### src/rtl/lvex_pkg.sv
// constants for the low-vector exception logic
package lvex_pkg;
    localparam int         IP_W           = 32;
    localparam int         VEC_W          = 8;
    localparam int         DBG_N          = 7;
    localparam int         DATA_W         = 32;
    // vector numbers
    localparam logic [7:0] VEC_DIVIDE     = 8'h00;
    localparam logic [7:0] VEC_DEBUG      = 8'h01;
    localparam logic [7:0] VEC_NMI        = 8'h02;
    localparam logic [7:0] VEC_BREAK      = 8'h03;
    localparam logic [7:0] VEC_OVERFLOW   = 8'h04;
    // debug condition bit positions (also debug status layout)
    localparam int         DBG_FETCH_BIT  = 0;
    localparam int         DBG_WRITE_BIT  = 1;
    localparam int         DBG_RW_BIT     = 2;
    localparam int         DBG_IO_BIT     = 3;
    localparam int         DBG_GDET_BIT   = 4;
    localparam int         DBG_STEP_BIT   = 5;
    localparam int         DBG_TASK_BIT   = 6;
    localparam logic [6:0] DBG_FAULT_MASK = 7'h11;
    localparam logic [6:0] DBG_TRAP_MASK  = 7'h6E;
    // reset values
    localparam logic [6:0] DBG_STATUS_RST = 7'h00;
    localparam logic [7:0] VEC_RST        = 8'h00;
    localparam logic [2:0] NMI_SYNC_RST   = 3'h7;
endpackage : lvex_pkg

### src/rtl/lvex_unit.sv
// exception detection and reporting for vectors 0 through 4
`timescale 1ns/10ps
// Function
// [RULE_01] zero divisor or oversized quotient raises vector 0
// [RULE_02] vector 0 is a fault, no error code, points at failing op, no commit
// [RULE_03] debug vector 1: fetch and general-detect fault, the other conditions trap
// [RULE_04] vector 1 has no error code; trap points next, fault points current
// [RULE_05] trap debug conditions let the causing op commit first
// [RULE_06] debug causes are recorded in the debug status register
// [RULE_07] active-low nmi pin requests vector 2 as a trap without error code
// [RULE_08] nmi taken only at a boundary after the op completes, points next
// [RULE_09] one-byte breakpoint op raises vector 3 as a trap
// [RULE_10] generic soft interrupt op with operand 3 also raises vector 3
// [RULE_11] breakpoint pushes no error code, points next, alters nothing
// [RULE_12] overflow-check op raises vector 4 trap only when signed overflow set
// [RULE_13] vector 4 pushes no error code and points after the check op
// [RULE_14] add and subtract set signed overflow and carry flags
// [RULE_15] no error code for maskable pin or generic soft interrupts
// [RULE_16] vector, class, error-code flag and return pointer presented together
module lvex_unit
    import lvex_pkg::*;
#(
    parameter int AW = IP_W
) (
    input  wire logic              clk_i,
    input  wire logic              rst_b_i,
    input  wire logic              retire_valid_i,
    input  wire logic [AW-1:0]     instruction_pointer_i,
    input  wire logic [AW-1:0]     next_instruction_pointer_i,
    input  wire logic              quotient_op_i,
    input  wire logic              quotient_signed_op_i,
    input  wire logic              divisor_zero_i,
    input  wire logic              quotient_too_wide_i,
    input  wire logic              one_byte_break_op_i,
    input  wire logic              generic_soft_int_op_i,
    input  wire logic [VEC_W-1:0]  soft_int_operand_i,
    input  wire logic              overflow_check_op_i,
    input  wire logic [DBG_N-1:0]  debug_cond_i,
    input  wire logic              debug_status_clr_i,
    input  wire logic              alu_valid_i,
    input  wire logic              alu_sub_i,
    input  wire logic [DATA_W-1:0] alu_a_i,
    input  wire logic [DATA_W-1:0] alu_b_i,
    input  wire logic              nmi_pin_n_i,
    input  wire logic              maskable_int_req_i,
    input  wire logic [VEC_W-1:0]  maskable_int_vector_i,
    output logic                   exc_valid_o,
    output logic [VEC_W-1:0]       exc_vector_o,
    output logic                   exc_trap_o,
    output logic                   exc_err_code_o,
    output logic [AW-1:0]          exc_ret_ip_o,
    output logic                   exc_commit_o,
    output logic [DBG_N-1:0]       debug_status_reg_o,
    output logic                   signed_overflow_flag_o,
    output logic                   carry_out_flag_o
);

    logic [2:0]        nmi_sync;
    logic              nmi_level;
    logic              nmi_pending;
    logic [2:0]        next_nmi_sync;
    logic              next_nmi_level;
    logic              next_nmi_pending;
    logic              next_exc_valid;
    logic [VEC_W-1:0]  next_exc_vector;
    logic              next_exc_trap;
    logic [AW-1:0]     next_exc_ret_ip;
    logic [DBG_N-1:0]  next_debug_status;
    logic              next_of;
    logic              next_cf;
    logic [DBG_N-1:0]  dbg_fault;
    logic [DBG_N-1:0]  dbg_trap;
    logic [DBG_N-1:0]  dbg_set;
    logic [DATA_W-1:0] alu_b_eff;
    logic [DATA_W:0]   alu_sum;
    logic              nmi_taken;
    logic              nmi_fall;

    always_comb begin
        next_nmi_sync     = {nmi_sync[1:0], nmi_pin_n_i};
        // level only moves once the second and third stages agree
        next_nmi_level    = (nmi_sync[1] == nmi_sync[2]) ? nmi_sync[2] : nmi_level;
        nmi_fall          = nmi_level & ~next_nmi_level;
        dbg_fault         = debug_cond_i & DBG_FAULT_MASK;
        dbg_trap          = debug_cond_i & DBG_TRAP_MASK;
        dbg_set           = '0;
        nmi_taken         = 1'b0;
        next_exc_valid    = 1'b0;
        next_exc_vector   = exc_vector_o;
        next_exc_trap     = exc_trap_o;
        next_exc_ret_ip   = exc_ret_ip_o;
        if (retire_valid_i) begin
            next_exc_valid  = 1'b1;
            next_exc_trap   = 1'b1;
            next_exc_ret_ip = next_instruction_pointer_i; // RULE_04 RULE_08 RULE_11 RULE_13
            if (|dbg_fault) begin
                // pre-execution conditions win: the op has not run yet
                next_exc_vector = VEC_DEBUG; // RULE_03
                next_exc_trap   = 1'b0;
                next_exc_ret_ip = instruction_pointer_i; // RULE_04
                dbg_set         = dbg_fault; // RULE_06
            end else if (quotient_op_i && (divisor_zero_i || quotient_too_wide_i)) begin
                next_exc_vector = VEC_DIVIDE; // RULE_01
                next_exc_trap   = 1'b0; // RULE_02
                next_exc_ret_ip = instruction_pointer_i; // RULE_02
            end else if (one_byte_break_op_i) begin
                next_exc_vector = VEC_BREAK; // RULE_09
            end else if (generic_soft_int_op_i) begin
                next_exc_vector = soft_int_operand_i; // RULE_10
            end else if (overflow_check_op_i && signed_overflow_flag_o) begin
                next_exc_vector = VEC_OVERFLOW; // RULE_12
            end else if (|dbg_trap) begin
                next_exc_vector = VEC_DEBUG; // RULE_03
                dbg_set         = dbg_trap; // RULE_06
            end else if (nmi_pending) begin
                next_exc_vector = VEC_NMI; // RULE_07 RULE_08
                nmi_taken       = 1'b1;
            end else if (maskable_int_req_i) begin
                next_exc_vector = maskable_int_vector_i;
            end else begin
                next_exc_valid  = 1'b0;
                next_exc_trap   = exc_trap_o;
                next_exc_ret_ip = exc_ret_ip_o;
            end
        end
        // a falling edge in the taking cycle stays pending
        next_nmi_pending  = (nmi_pending & ~nmi_taken) | nmi_fall; // RULE_07
        // set wins over a simultaneous clear
        next_debug_status = (debug_status_clr_i ? '0 : debug_status_reg_o) | dbg_set; // RULE_06
        alu_b_eff         = alu_sub_i ? ~alu_b_i : alu_b_i;
        alu_sum           = {1'b0, alu_a_i} + {1'b0, alu_b_eff} + {{DATA_W{1'b0}}, alu_sub_i};
        next_of           = signed_overflow_flag_o;
        next_cf           = carry_out_flag_o;
        if (alu_valid_i) begin
            next_of = (alu_a_i[DATA_W-1] == alu_b_eff[DATA_W-1])
                      && (alu_sum[DATA_W-1] != alu_a_i[DATA_W-1]); // RULE_14
            // subtraction reports borrow, the inverse of the adder carry
            next_cf = alu_sub_i ? ~alu_sum[DATA_W] : alu_sum[DATA_W]; // RULE_14
        end
    end

    always_ff @(posedge clk_i or negedge rst_b_i) begin
        if (!rst_b_i) begin
            nmi_sync               <= NMI_SYNC_RST;
            nmi_level              <= 1'b1;
            nmi_pending            <= 1'b0;
            exc_valid_o            <= 1'b0;
            exc_vector_o           <= VEC_RST;
            exc_trap_o             <= 1'b0;
            exc_err_code_o         <= 1'b0;
            exc_ret_ip_o           <= '0;
            exc_commit_o           <= 1'b0;
            debug_status_reg_o     <= DBG_STATUS_RST;
            signed_overflow_flag_o <= 1'b0;
            carry_out_flag_o       <= 1'b0;
        end else begin
            nmi_sync               <= next_nmi_sync;
            nmi_level              <= next_nmi_level;
            nmi_pending            <= next_nmi_pending;
            exc_valid_o            <= next_exc_valid; // RULE_16
            exc_vector_o           <= next_exc_vector;
            exc_trap_o             <= next_exc_trap;
            // none of these vectors, pin or soft interrupts carry a code
            exc_err_code_o         <= 1'b0; // RULE_15
            exc_ret_ip_o           <= next_exc_ret_ip;
            // faults leave state untouched; traps commit the op first
            exc_commit_o           <= next_exc_valid & next_exc_trap; // RULE_05
            debug_status_reg_o     <= next_debug_status;
            signed_overflow_flag_o <= next_of;
            carry_out_flag_o       <= next_cf;
        end
    end

    logic div_hit;
    assign div_hit = retire_valid_i && quotient_op_i && (divisor_zero_i || quotient_too_wide_i) && !(|dbg_fault);
endmodule : lvex_unit

### config.mk
export PLATFORM = sky130hd
export DESIGN_NAME = lvex_unit
export DESIGN_NICKNAME = d
export VERILOG_FILES = /design/src/rtl/lvex_pkg.sv /design/src/rtl/lvex_unit.sv
export SDC_FILE = /design/constraint.sdc
export NUM_CORES = 1
export LEC_CHECK = 0
export ABC_CLOCK_PERIOD_IN_PS = 2200
export CELL_PAD_IN_SITES_DETAIL_PLACEMENT = 1
export CELL_PAD_IN_SITES_GLOBAL_PLACEMENT = 2
export CORE_MARGIN = 2
export CORE_UTILIZATION = 30
export CTS_BUF_LIST = sky130_fd_sc_hd__clkbuf_8
export DETAILED_ROUTE_END_ITERATION = 16
export DONT_BUFFER_PORTS = 1
export PLACE_DENSITY = 0.68
export SYNTH_ARGS = -nofsm -noshare
export SYNTH_HDL_FRONTEND = slang
export SYNTH_SLANG_ARGS = --single-unit
### constraint.sdc
create_clock -name clk_i -period 2.2 [get_ports clk_i]
set_input_delay 0.22 -clock clk_i [delete_from_list [all_inputs] [get_ports clk_i]]
set_output_delay 0.22 -clock clk_i [all_outputs]
set_load 0.05 [all_outputs]
# [Word level (Yosys, flattened, before mapping)]
# Cells that the tools add are included.
[word_totals] register_bits=57 input_bits=166 output_inout_bits=53 word_cells=86
[op_classes] n_addsub=2 eq_ne=3 muxes=53 bitwise_logic=9 n_reduce_logical=8
[ops] op="32-bit 2-to-1 mux" n=9
[ops] op="8-bit 2-to-1 mux" n=8
[ops] op="7-bit 2-to-1 mux" n=8
[ops] op="32-bit by 32-bit adder with 33-bit output" n=1
[ops] op="33-bit by 1-bit adder with 33-bit output" n=1
[ops] op="32-bit inverter" n=1
[ops] op="1-bit 2-to-1 mux" n=28
[ops] op="8-bit nonzero test" n=1
[ops] op="7-bit OR" n=1
[ops] op="5-bit OR reduction" n=1
[ops] op="1-bit AND" n=3
[ops] op="1-bit logical AND" n=3
[ops] op="1-bit inverter" n=3
[ops] op="1-bit == test" n=2
[ops] op="2-bit AND reduction" n=1
[ops] op="2-bit OR reduction" n=1
[ops] op="1-bit logical OR" n=1
[ops] op="1-bit inequality test" n=1
[ops] op="1-bit OR" n=1

# [Longest topological paths before layout]
# Gate-level depths: netlist (run 1).
[depth] depth_word=11 mapped_depth=10 mapped_depth_nobuf=8

# [Worst setup path after synthesis (run 1)]
# OpenSTA, ideal clock, no wires.
[synth_path] path_kind="input port to flip-flop" startpoint="input port alu_sub_i" endpoint="register carry_out_flag_o" setup_time_ps=120 arrival_ps=2720 required_time_ps=2080 path_slack_ps=-640 stages=10 path_buffers=2 cell_sequence="clkbuf_1 > buf_1 > xor2_1 > ha_1 > a21oi_1 > o21ai_0 > a221oi_1 > a21boi_0 > or4_1 > a31o_2"
[synth_via] elab_chain_len=5
[synth_lines] item="start: declaration" line_no="lvex_unit.sv:41" rtl="input wire logic alu_sub_i,"
[synth_lines] item="32-bit 2-to-1 mux" line_no="lvex_unit.sv:130" rtl="alu_b_eff = alu_sub_i ? ~alu_b_i : alu_b_i;"
[synth_lines] item="32-bit by 32-bit adder with 33-bit output" line_no="lvex_unit.sv:131" rtl="alu_sum = {1'b0, alu_a_i} + {1'b0, alu_b_eff} + {{DATA_W{1'b0}}, alu_sub_i};"
[synth_lines] item="33-bit by 1-bit adder with 33-bit output" line_no="lvex_unit.sv:131"
[synth_lines] item="1-bit inverter" line_no="lvex_unit.sv:138" rtl="next_cf = alu_sub_i ? ~alu_sum[DATA_W] : alu_sum[DATA_W];"
[synth_lines] item="1-bit 2-to-1 mux (*)" line_no="lvex_unit.sv:138"
[synth_lines] item="end signal: assignment" line_no="lvex_unit.sv:170" rtl="carry_out_flag_o <= next_cf;"
[synth_lines] item="end: declaration" line_no="lvex_unit.sv:55" rtl="output logic carry_out_flag_o"
# Every way passes the cells marked *; elsewhere a longest branch is shown, timed or not.
# A chain may end at the register's enable or synchronous reset.

# [Worst setup path after layout (run 1)]
[layout_path] startpoint="register signed_overflow_flag_o" endpoint="register exc_ret_ip_o[13]"
[layout_via] elab_chain_len=6 elab_cells_between_ends=8 cone_classes="5 x mux; 3 x reduce/logical"
[layout_lines] item="start: declaration" line_no="lvex_unit.sv:54" rtl="output logic signed_overflow_flag_o,"
[layout_lines] item="start signal: assignment" line_no="lvex_unit.sv:169" rtl="signed_overflow_flag_o <= next_of;"
[layout_lines] item="1-bit logical AND (*)" line_no="lvex_unit.sv:110" rtl="end else if (overflow_check_op_i && signed_overflow_flag_o) begin"
[layout_lines] item="32-bit 2-to-1 mux" line_no="lvex_unit.sv:110"
[layout_lines] item="32-bit 2-to-1 mux" line_no="lvex_unit.sv:108" rtl="end else if (generic_soft_int_op_i) begin"
[layout_lines] item="32-bit 2-to-1 mux" line_no="lvex_unit.sv:106" rtl="end else if (one_byte_break_op_i) begin"
[layout_lines] item="32-bit 2-to-1 mux" line_no="lvex_unit.sv:102" rtl="end else if (quotient_op_i && (divisor_zero_i || quotient_too_wide_i)) begin"
[layout_lines] item="32-bit 2-to-1 mux" line_no="lvex_unit.sv:96" rtl="if (|dbg_fault) begin"
[layout_lines] item="end signal: assignment" line_no="lvex_unit.sv:165" rtl="exc_ret_ip_o <= next_exc_ret_ip;"
[layout_lines] item="end: declaration" line_no="lvex_unit.sv:51" rtl="output logic [AW-1:0] exc_ret_ip_o,"
# Marked as above.

==> metrics.cfg, run 1 <==
[sta]
setup_viol = 0
rsz0062_at_grt = no
slew_viol_final = 0
finalHoldViolations = 0
tns_ns = 0
fmax_mhz = 518
min_period_ns = 1.93
skew_ns = 0.00795
hold_ws_ns = 0.0406
fin_crit_sh_pct = 87.7
tightest_slew_ns = 0.519
max_slew_margin_pct = 65.0

[global_routing]
antenna_found_initial = 0
track_usage_pct = 14.4
grt-ovfl-total = 0
grt_pass1_wl_mm = 15.0
grt_pass1_vias = 3077
grt_max_degree = 58

[clock_network]
numClockSinks = 57
cts_tree = yes
clock_latency_ns = 0.34
cts_resized = 0
postCtsSetupBuffers = 0
cts_buffers = 9
cts_htree_levels = 3
clock_path_buffers = 2
root_buffer = clkbuf_8
path_clk_slew_ns = 0.06

[drt]
routed_wl_mm = 10.1
wl_per_cell_um = 17.5
via_per_inst = 5.02
antenna_left = 0
drc_errors = 0
drt_iter0_markers = 52
dr.pass1.iters = 4
vias = 2907

[synth]
synth_area_mm2 = 0.00380
synthesis.nets = 583
synth_area_leaders = dfrtp_1 35%, ha_1 10%, mux2i_1 8.4%, xor2_1 7.1%, o21ai_0 6.2%
yosysWarnings = 0
netlist_instances = 386
async_flop_share_pct = 100
syn_area_per_cell_um2 = 9.84
yosysTopAreaCell = dfrtp_1
synth-seq-cells = 57
synth_top_area_share_pct = 34.9
ys_seq_area_share_pct = 37.7
yosysUniqueCellTypes = 50
synth_enable_flop_cells = 0
yosys_most_used_dff = dfrtp_1

[setup_path]
reg2regPathDepth = 7
r2r-end = exc_ret_ip_o[13]
end_kind = register
required_ns = 2.44
worst-r2r-setup-slack_ns = 0.27
worstReg2RegStart = signed_overflow_flag_o
critPathMaxFanout = 33
start_kind = register
startpoint = signed_overflow_flag_o
path_class = reg2reg
cp.arrival_ns = 2.17

[finish]
layout-drive-gt1-share_pct = 11.3
layout_commonest_cell = nand2_1
n_antenna_cell = 0
syn2layout_area_growth_pct = 12.2
nets = 599
mostFrequentLayoutCells = 58 x nand2_1, 53 x dfrtp_1, 46 x o21ai_0

[hold_path]
hold_path_depth = 1
hold_path.startpoint = alu_valid_i
min_to = carry_out_flag_o
hp-class = in2reg

[floorplanning]
initial_core_util_pct = 30.5
fp.coreArea_mm2 = 0.0125
dieArea_mm2 = 0.0136
rows = 41
die_w_um = 117
die_h_um = 117
ioPinCount = 219

[place]
dpl.hpwl_mm = 8.05
place.port_buffers = 0
gp_congestion = 0.740

[pwr]
p_leak_nw = 2.01
ir_worst_vdd_v = 0.000213
powerDensity_mw_per_mm2 = 679

[status]
status = completed

[flow_run]
drv_cap = 0

-- kinds of logic (layout without fill, tap and decap cells) --
group | after synthesis | in the layout | synth area share, %
flops | 57 | 57 | 37.7
compound gates | 107 | 107 | 17.9
simple gates | 94 | 94 | 12.2
xor+xnor | 31 | 31 | 7.15
mux | 33 | 33 | 8.73
other cells | 1 | 1 | 0.0988
fa+ha+maj | 32 | 32 | 10.5
buf+inv | 31 | 52 | 5.80
-- synth_stat cells, drive strengths merged (6+ instances only) --
cell / number
nand2: 59
o21ai: 56
dfrtp: 53
mux2i: 32
ha: 31
xor2: 31
a21oi: 19
inv: 13
buf: 10
nand3: 10
clkbuf: 8
a22oi: 6
nor2: 6
-- per-layer routing --
metal	vias up	routed length (um)	GRT usage, %	part of all wire, %
met2	119	5190	26.1	51
li1	1421	-	-	-
met4	0	190	6.03	1.9
met1	1353	3930	15.5	39
met3	14	804	4.46	8.0
met5	-	0	0	0
-- worst max path at each step --
stage | to | slack, ns | cells after the start
floorplan | carry_out_flag_o | -0.15 | 9
global placement | signed_overflow_flag_o | 0.04 | 8
detailed placement | signed_overflow_flag_o | 0.02 | 8
CTS | exc_ret_ip_o[13] | 0.20 | 7
global route | exc_ret_ip_o[13] | 0.06 | 6
finish | exc_ret_ip_o[13] | 0.27 | 7
-- state kept, by name, indices dropped and copies added (netlist names) --
| register | flops |
|---|---|
| exc_commit_o | 1 |
| exc_vector_o | 8 |
| exc_valid_o | 1 |
| exc_trap_o | 1 |
| nmi_level | 1 |
| debug_status_reg_o | 7 |
| nmi_pending | 1 |
| signed_overflow_flag_o | 1 |
| carry_out_flag_o | 1 |
| nmi_sync | 3 |
| exc_ret_ip_o | 32 |
-- worst max-delay path, stage by stage, from the launching register on --
cell and delay (ns):
dfrtp_1 0.37, a21oi_1 0.20, nor4b_4 0.32, nand2b_4 0.10
o31ai_4 0.23, buf_4 0.36, nand2_1 0.10, o21ai_0 0.13
-- stage by stage --
step	setup WS [ns]	utilization (%)	power (mW)	cells	instance area (um2)
after detailed placement	0.0166	31.6	2.00	550	3940
after global placement	0.0364	31.6	1.98	550	3940
after CTS	0.197	34.2	2.96	579	4260
after global routing	0.0616	34.2	3.08	579	4260
final	0.270	34.2	2.89	579	4260
after floorplan	-0.149	-	1.91	386	3830
-- layout make-up --
cell class | instances | area [um2]
clock buffer | 11 | 151
clock inverter | 5 | 25.0
fill | 1432 | 8210
inverter | 13 | 48.8
multi-input combinational | 298 | 2150
sequential | 57 | 1430
tap | 172 | 215
timing repair buffer | 23 | 235
-- power breakdown --
| part | internal [mW] | switching (mW) | total, mW | leakage (nW) |
|---|---|---|---|---|
| logic | 0.249 | 0.293 | 0.542 | 1.21 |
| clock network | 0.458 | 0.418 | 0.876 | 0.0977 |
| registers | 1.13 | 0.342 | 1.47 | 0.705 |
-- what timing repair did --
item	in CTS	in global routing
setup endpoints to repair	0	0
hold endpoints to repair	67	0
hold buffers	13	0
Power figures use the tool's default switching activity.
==> run 2: changes to the inputs <==
Settings changed: BUFFER_PORTS_ARGS set to -buffer_cell sky130_fd_sc_hd__buf_2, CORE_UTILIZATION 30 to 25, DONT_BUFFER_PORTS 1 to not set, PLACE_DENSITY 0.68 to 0.81.
==> run 2 against run 1 <==
  * Combinational power up 110%
  * Largest power group unchanged
  * Power up 14%
  * Routed wire length up 27%
  * Worst setup slack worse by 0.20 ns
  * Critical path type is now in2reg
==> metrics.cfg, run 2 (same netlist as run 1, synthesis figures left out) <==
[status]
status = completed

[clock_network]
numClockSinks = 57  ; unchanged
path_clk_slew_ns = 0.07  ; about the same
cts_tree = yes
cts_buffers = 9  ; unchanged
cts_htree_levels = 3  ; unchanged
root_buffer = clkbuf_8
clock_path_buffers = 2  ; unchanged
clock_latency_ns = 0.33  ; about the same

[drt]
drt_iter0_markers = 83  ; +60%
drc_errors = 0  ; unchanged
antenna_left = 0  ; unchanged
via_per_inst = 4.63  ; -7.7%
wl_per_cell_um = 15.8  ; -9.5%
dr.pass1.iters = 4  ; unchanged
vias = 3768  ; +30%
routed_wl_mm = 12.8  ; +27%

[setup_path]
cp.arrival_ns = 2.34  ; +0.17 ns
worst-r2r-setup-slack_ns = 0.34  ; +0.07 ns
r2r-end = exc_ret_ip_o[28]
crit_slowest_cell = or4_1
path_class = in2reg
required_ns = 2.42  ; -0.02 ns
reg2regPathDepth = 6  ; -1
worstReg2RegStart = signed_overflow_flag_o
start_kind = input pin
end_kind = register
critPathMaxFanout = 5  ; -85%
crit_chain = buf_6 -> buf_12 -> xor2_1 -> ha_1 -> a21oi_2 -> o21ai_2 -> a221oi_2 -> a21boi_1 -> or4_1 -> a31o_2
max_stage_delay_ns = 0.52  ; +0.15 ns
startpoint = alu_sub_i

[flow_run]
drv_cap = 0  ; unchanged

[finish]
nets = 817  ; +36%
regMostFlops = exc_ret_ip_o
layout_commonest_cell = buf_2
regArea_mm2 = 0.00143  ; unchanged
largest_register_ff_count = 32  ; unchanged
reg_top3 = exc_ret_ip_o: 32 flops, exc_vector_o: 8 flops, debug_status_reg_o: 7 flops
final_util_pct = 36.2  ; +2.0 points
syn2layout_area_growth_pct = 43.1
fillCellCount = 1785  ; +25%
mostFrequentLayoutCells = 215 x buf_2, 58 x nand2_1, 53 x dfrtp_1
fin_cells = 813  ; +40%
multi_input_area_mm2 = 0.00218  ; +1.3%
layout-drive-gt1-share_pct = 44.9  ; +34 points

[global_routing]
grt-ovfl-total = 0  ; unchanged
grt_max_degree = 54  ; -6.9%
track_usage_pct = 15.4  ; +0.94 points
antenna_found_initial = 0  ; unchanged
grt_pass1_wl_mm = 19.8  ; +32%
grt_pass1_vias = 4019  ; +31%

[sta]
skew_ns = 0.00546  ; -0.00248 ns
rsz0062_at_grt = no
slew_viol_final = 0  ; unchanged
tightest_slew_ns = 0.555  ; +0.0355 ns
setup_viol = 0  ; unchanged
min_period_ns = 2.13  ; +0.195 ns
finalHoldViolations = 0  ; unchanged
fmax_mhz = 471  ; -9.2%
max_slew_margin_pct = 63.0  ; -2.0 points
fin_crit_sh_pct = 96.6  ; +8.9 points

[floorplanning]
die_h_um = 127  ; +9.2%
dieArea_mm2 = 0.0162  ; +19%
rows = 45  ; +9.8%
fp.coreArea_mm2 = 0.0150  ; +21%
ioPinCount = 219  ; unchanged
die_w_um = 127  ; +9.2%
initial_core_util_pct = 25.3  ; -5.2 points

[pwr]
comb_power_share_pct = 34.6  ; +16 points
pwr-share-clk_pct = 29.6  ; -0.7 points
powerDensity_mw_per_mm2 = 607  ; -10%
p_int_mw = 2.13  ; +16%
p_leak_nw = 2.94  ; +46%
power_frac_seq_pct = 35.8  ; -15 points
ir_worst_vdd_v = 0.000301  ; +41%
p_total_mw = 3.30  ; +14%
p_switching_mw = 1.17  ; +11%
swShare_pct = 35.4  ; -1.1 points

[hold_path]
hp-class = in2reg
min_to = debug_status_reg_o[6]
hold_path_depth = 3  ; +2
hold_path.startpoint = debug_cond_i[6]

[place]
place.port_buffers = 216  ; +216
dpl.hpwl_mm = 10.8  ; +34%
dp.cells = 792  ; +44%
gp_congestion = 0.800  ; +8.2%

[run 2: cell count changes in the layout (fill, tap and decap cells not counted), moves of 2 or more]
cell	delta
a21oi_1	-3
a21oi_2	+3
buf_12	+2
buf_2	+215
buf_4	+9
dlygate4sd3_1	-10
o21ai_0	-2
[run 2: area by class of cell]
class,instances,share of cell area (%)
sequential,57,26.3
timing repair buffer,241,24.7
antenna,1,0.0460
clock buffer,11,2.79
multi-input combinational,298,40.1
inverter,13,0.898
clock inverter,4,0.806
tap,188,4.33
[run 2: through the flow]
| stage | hold slack, ns | TNS, ns | cell area [um2] | setup slack [ns] |
|---|---|---|---|---|
| after floorplan | -0.0756 | -0.149 | 3830 | -0.149 |
| after detailed placement | 0.244 | -0.680 | 5140 | -0.354 |
| after CTS | 0.0929 | 0 | 5350 | 0.00380 |
| after global routing | 0.136 | 0 | 5430 | 0.0217 |
| final | 0.113 | 0 | 5440 | 0.0746 |
| after global placement | 0.236 | -0.523 | 5140 | -0.268 |
[run 2: power groups by stage]
stage	sequential, mW	combinational [mW]	clock (mW)
global placement	1.20	1.08	0
CTS	1.18	1.12	1.02
detailed placement	1.20	1.12	0
finish	1.18	1.14	0.976
floorplan	1.49	0.426	0
global route	1.19	1.24	1.06
[run 2: per-layer routing]
| layer | wire [um] | share of wire [%] | track usage [%] |
|---|---|---|---|
| met1 | 5490 | 43 | 18.4 |
| met4 | 171 | 1.3 | 4.27 |
| met5 | 0 | 0 | 0 |
| met3 | 844 | 6.6 | 3.02 |
| met2 | 6340 | 49 | 28.0 |
[run 2: how the worst max path moves through the flow]
stage	to	slack [ns]	depth (start not counted)
floorplan	carry_out_flag_o	-0.15	9
global placement	carry_out_flag_o	-0.27	9
detailed placement	carry_out_flag_o	-0.35	10
CTS	carry_out_flag_o	0.004	10
global route	carry_out_flag_o	0.02	10
finish	carry_out_flag_o	0.07	10
[run 2: worst max-delay path, delay by kind of cell]
family	cells	cell delay, ns
compound gates	5	0.85
xor+xnor	1	0.15
fa+ha+maj	1	0.33
buf+inv	2	0.25
simple gates	1	0.52
[run 2: timing repair]
| action | 4_1_cts | 5_1_grt |
|---|---|---|
| setup endpoints to repair | 0 | 2 |
| gates resized for setup | 0 | 13 |
| hold endpoints to repair | 17 | 0 |
| hold buffers | 2 | 0 |
| buffers inserted | 0 | 2 |
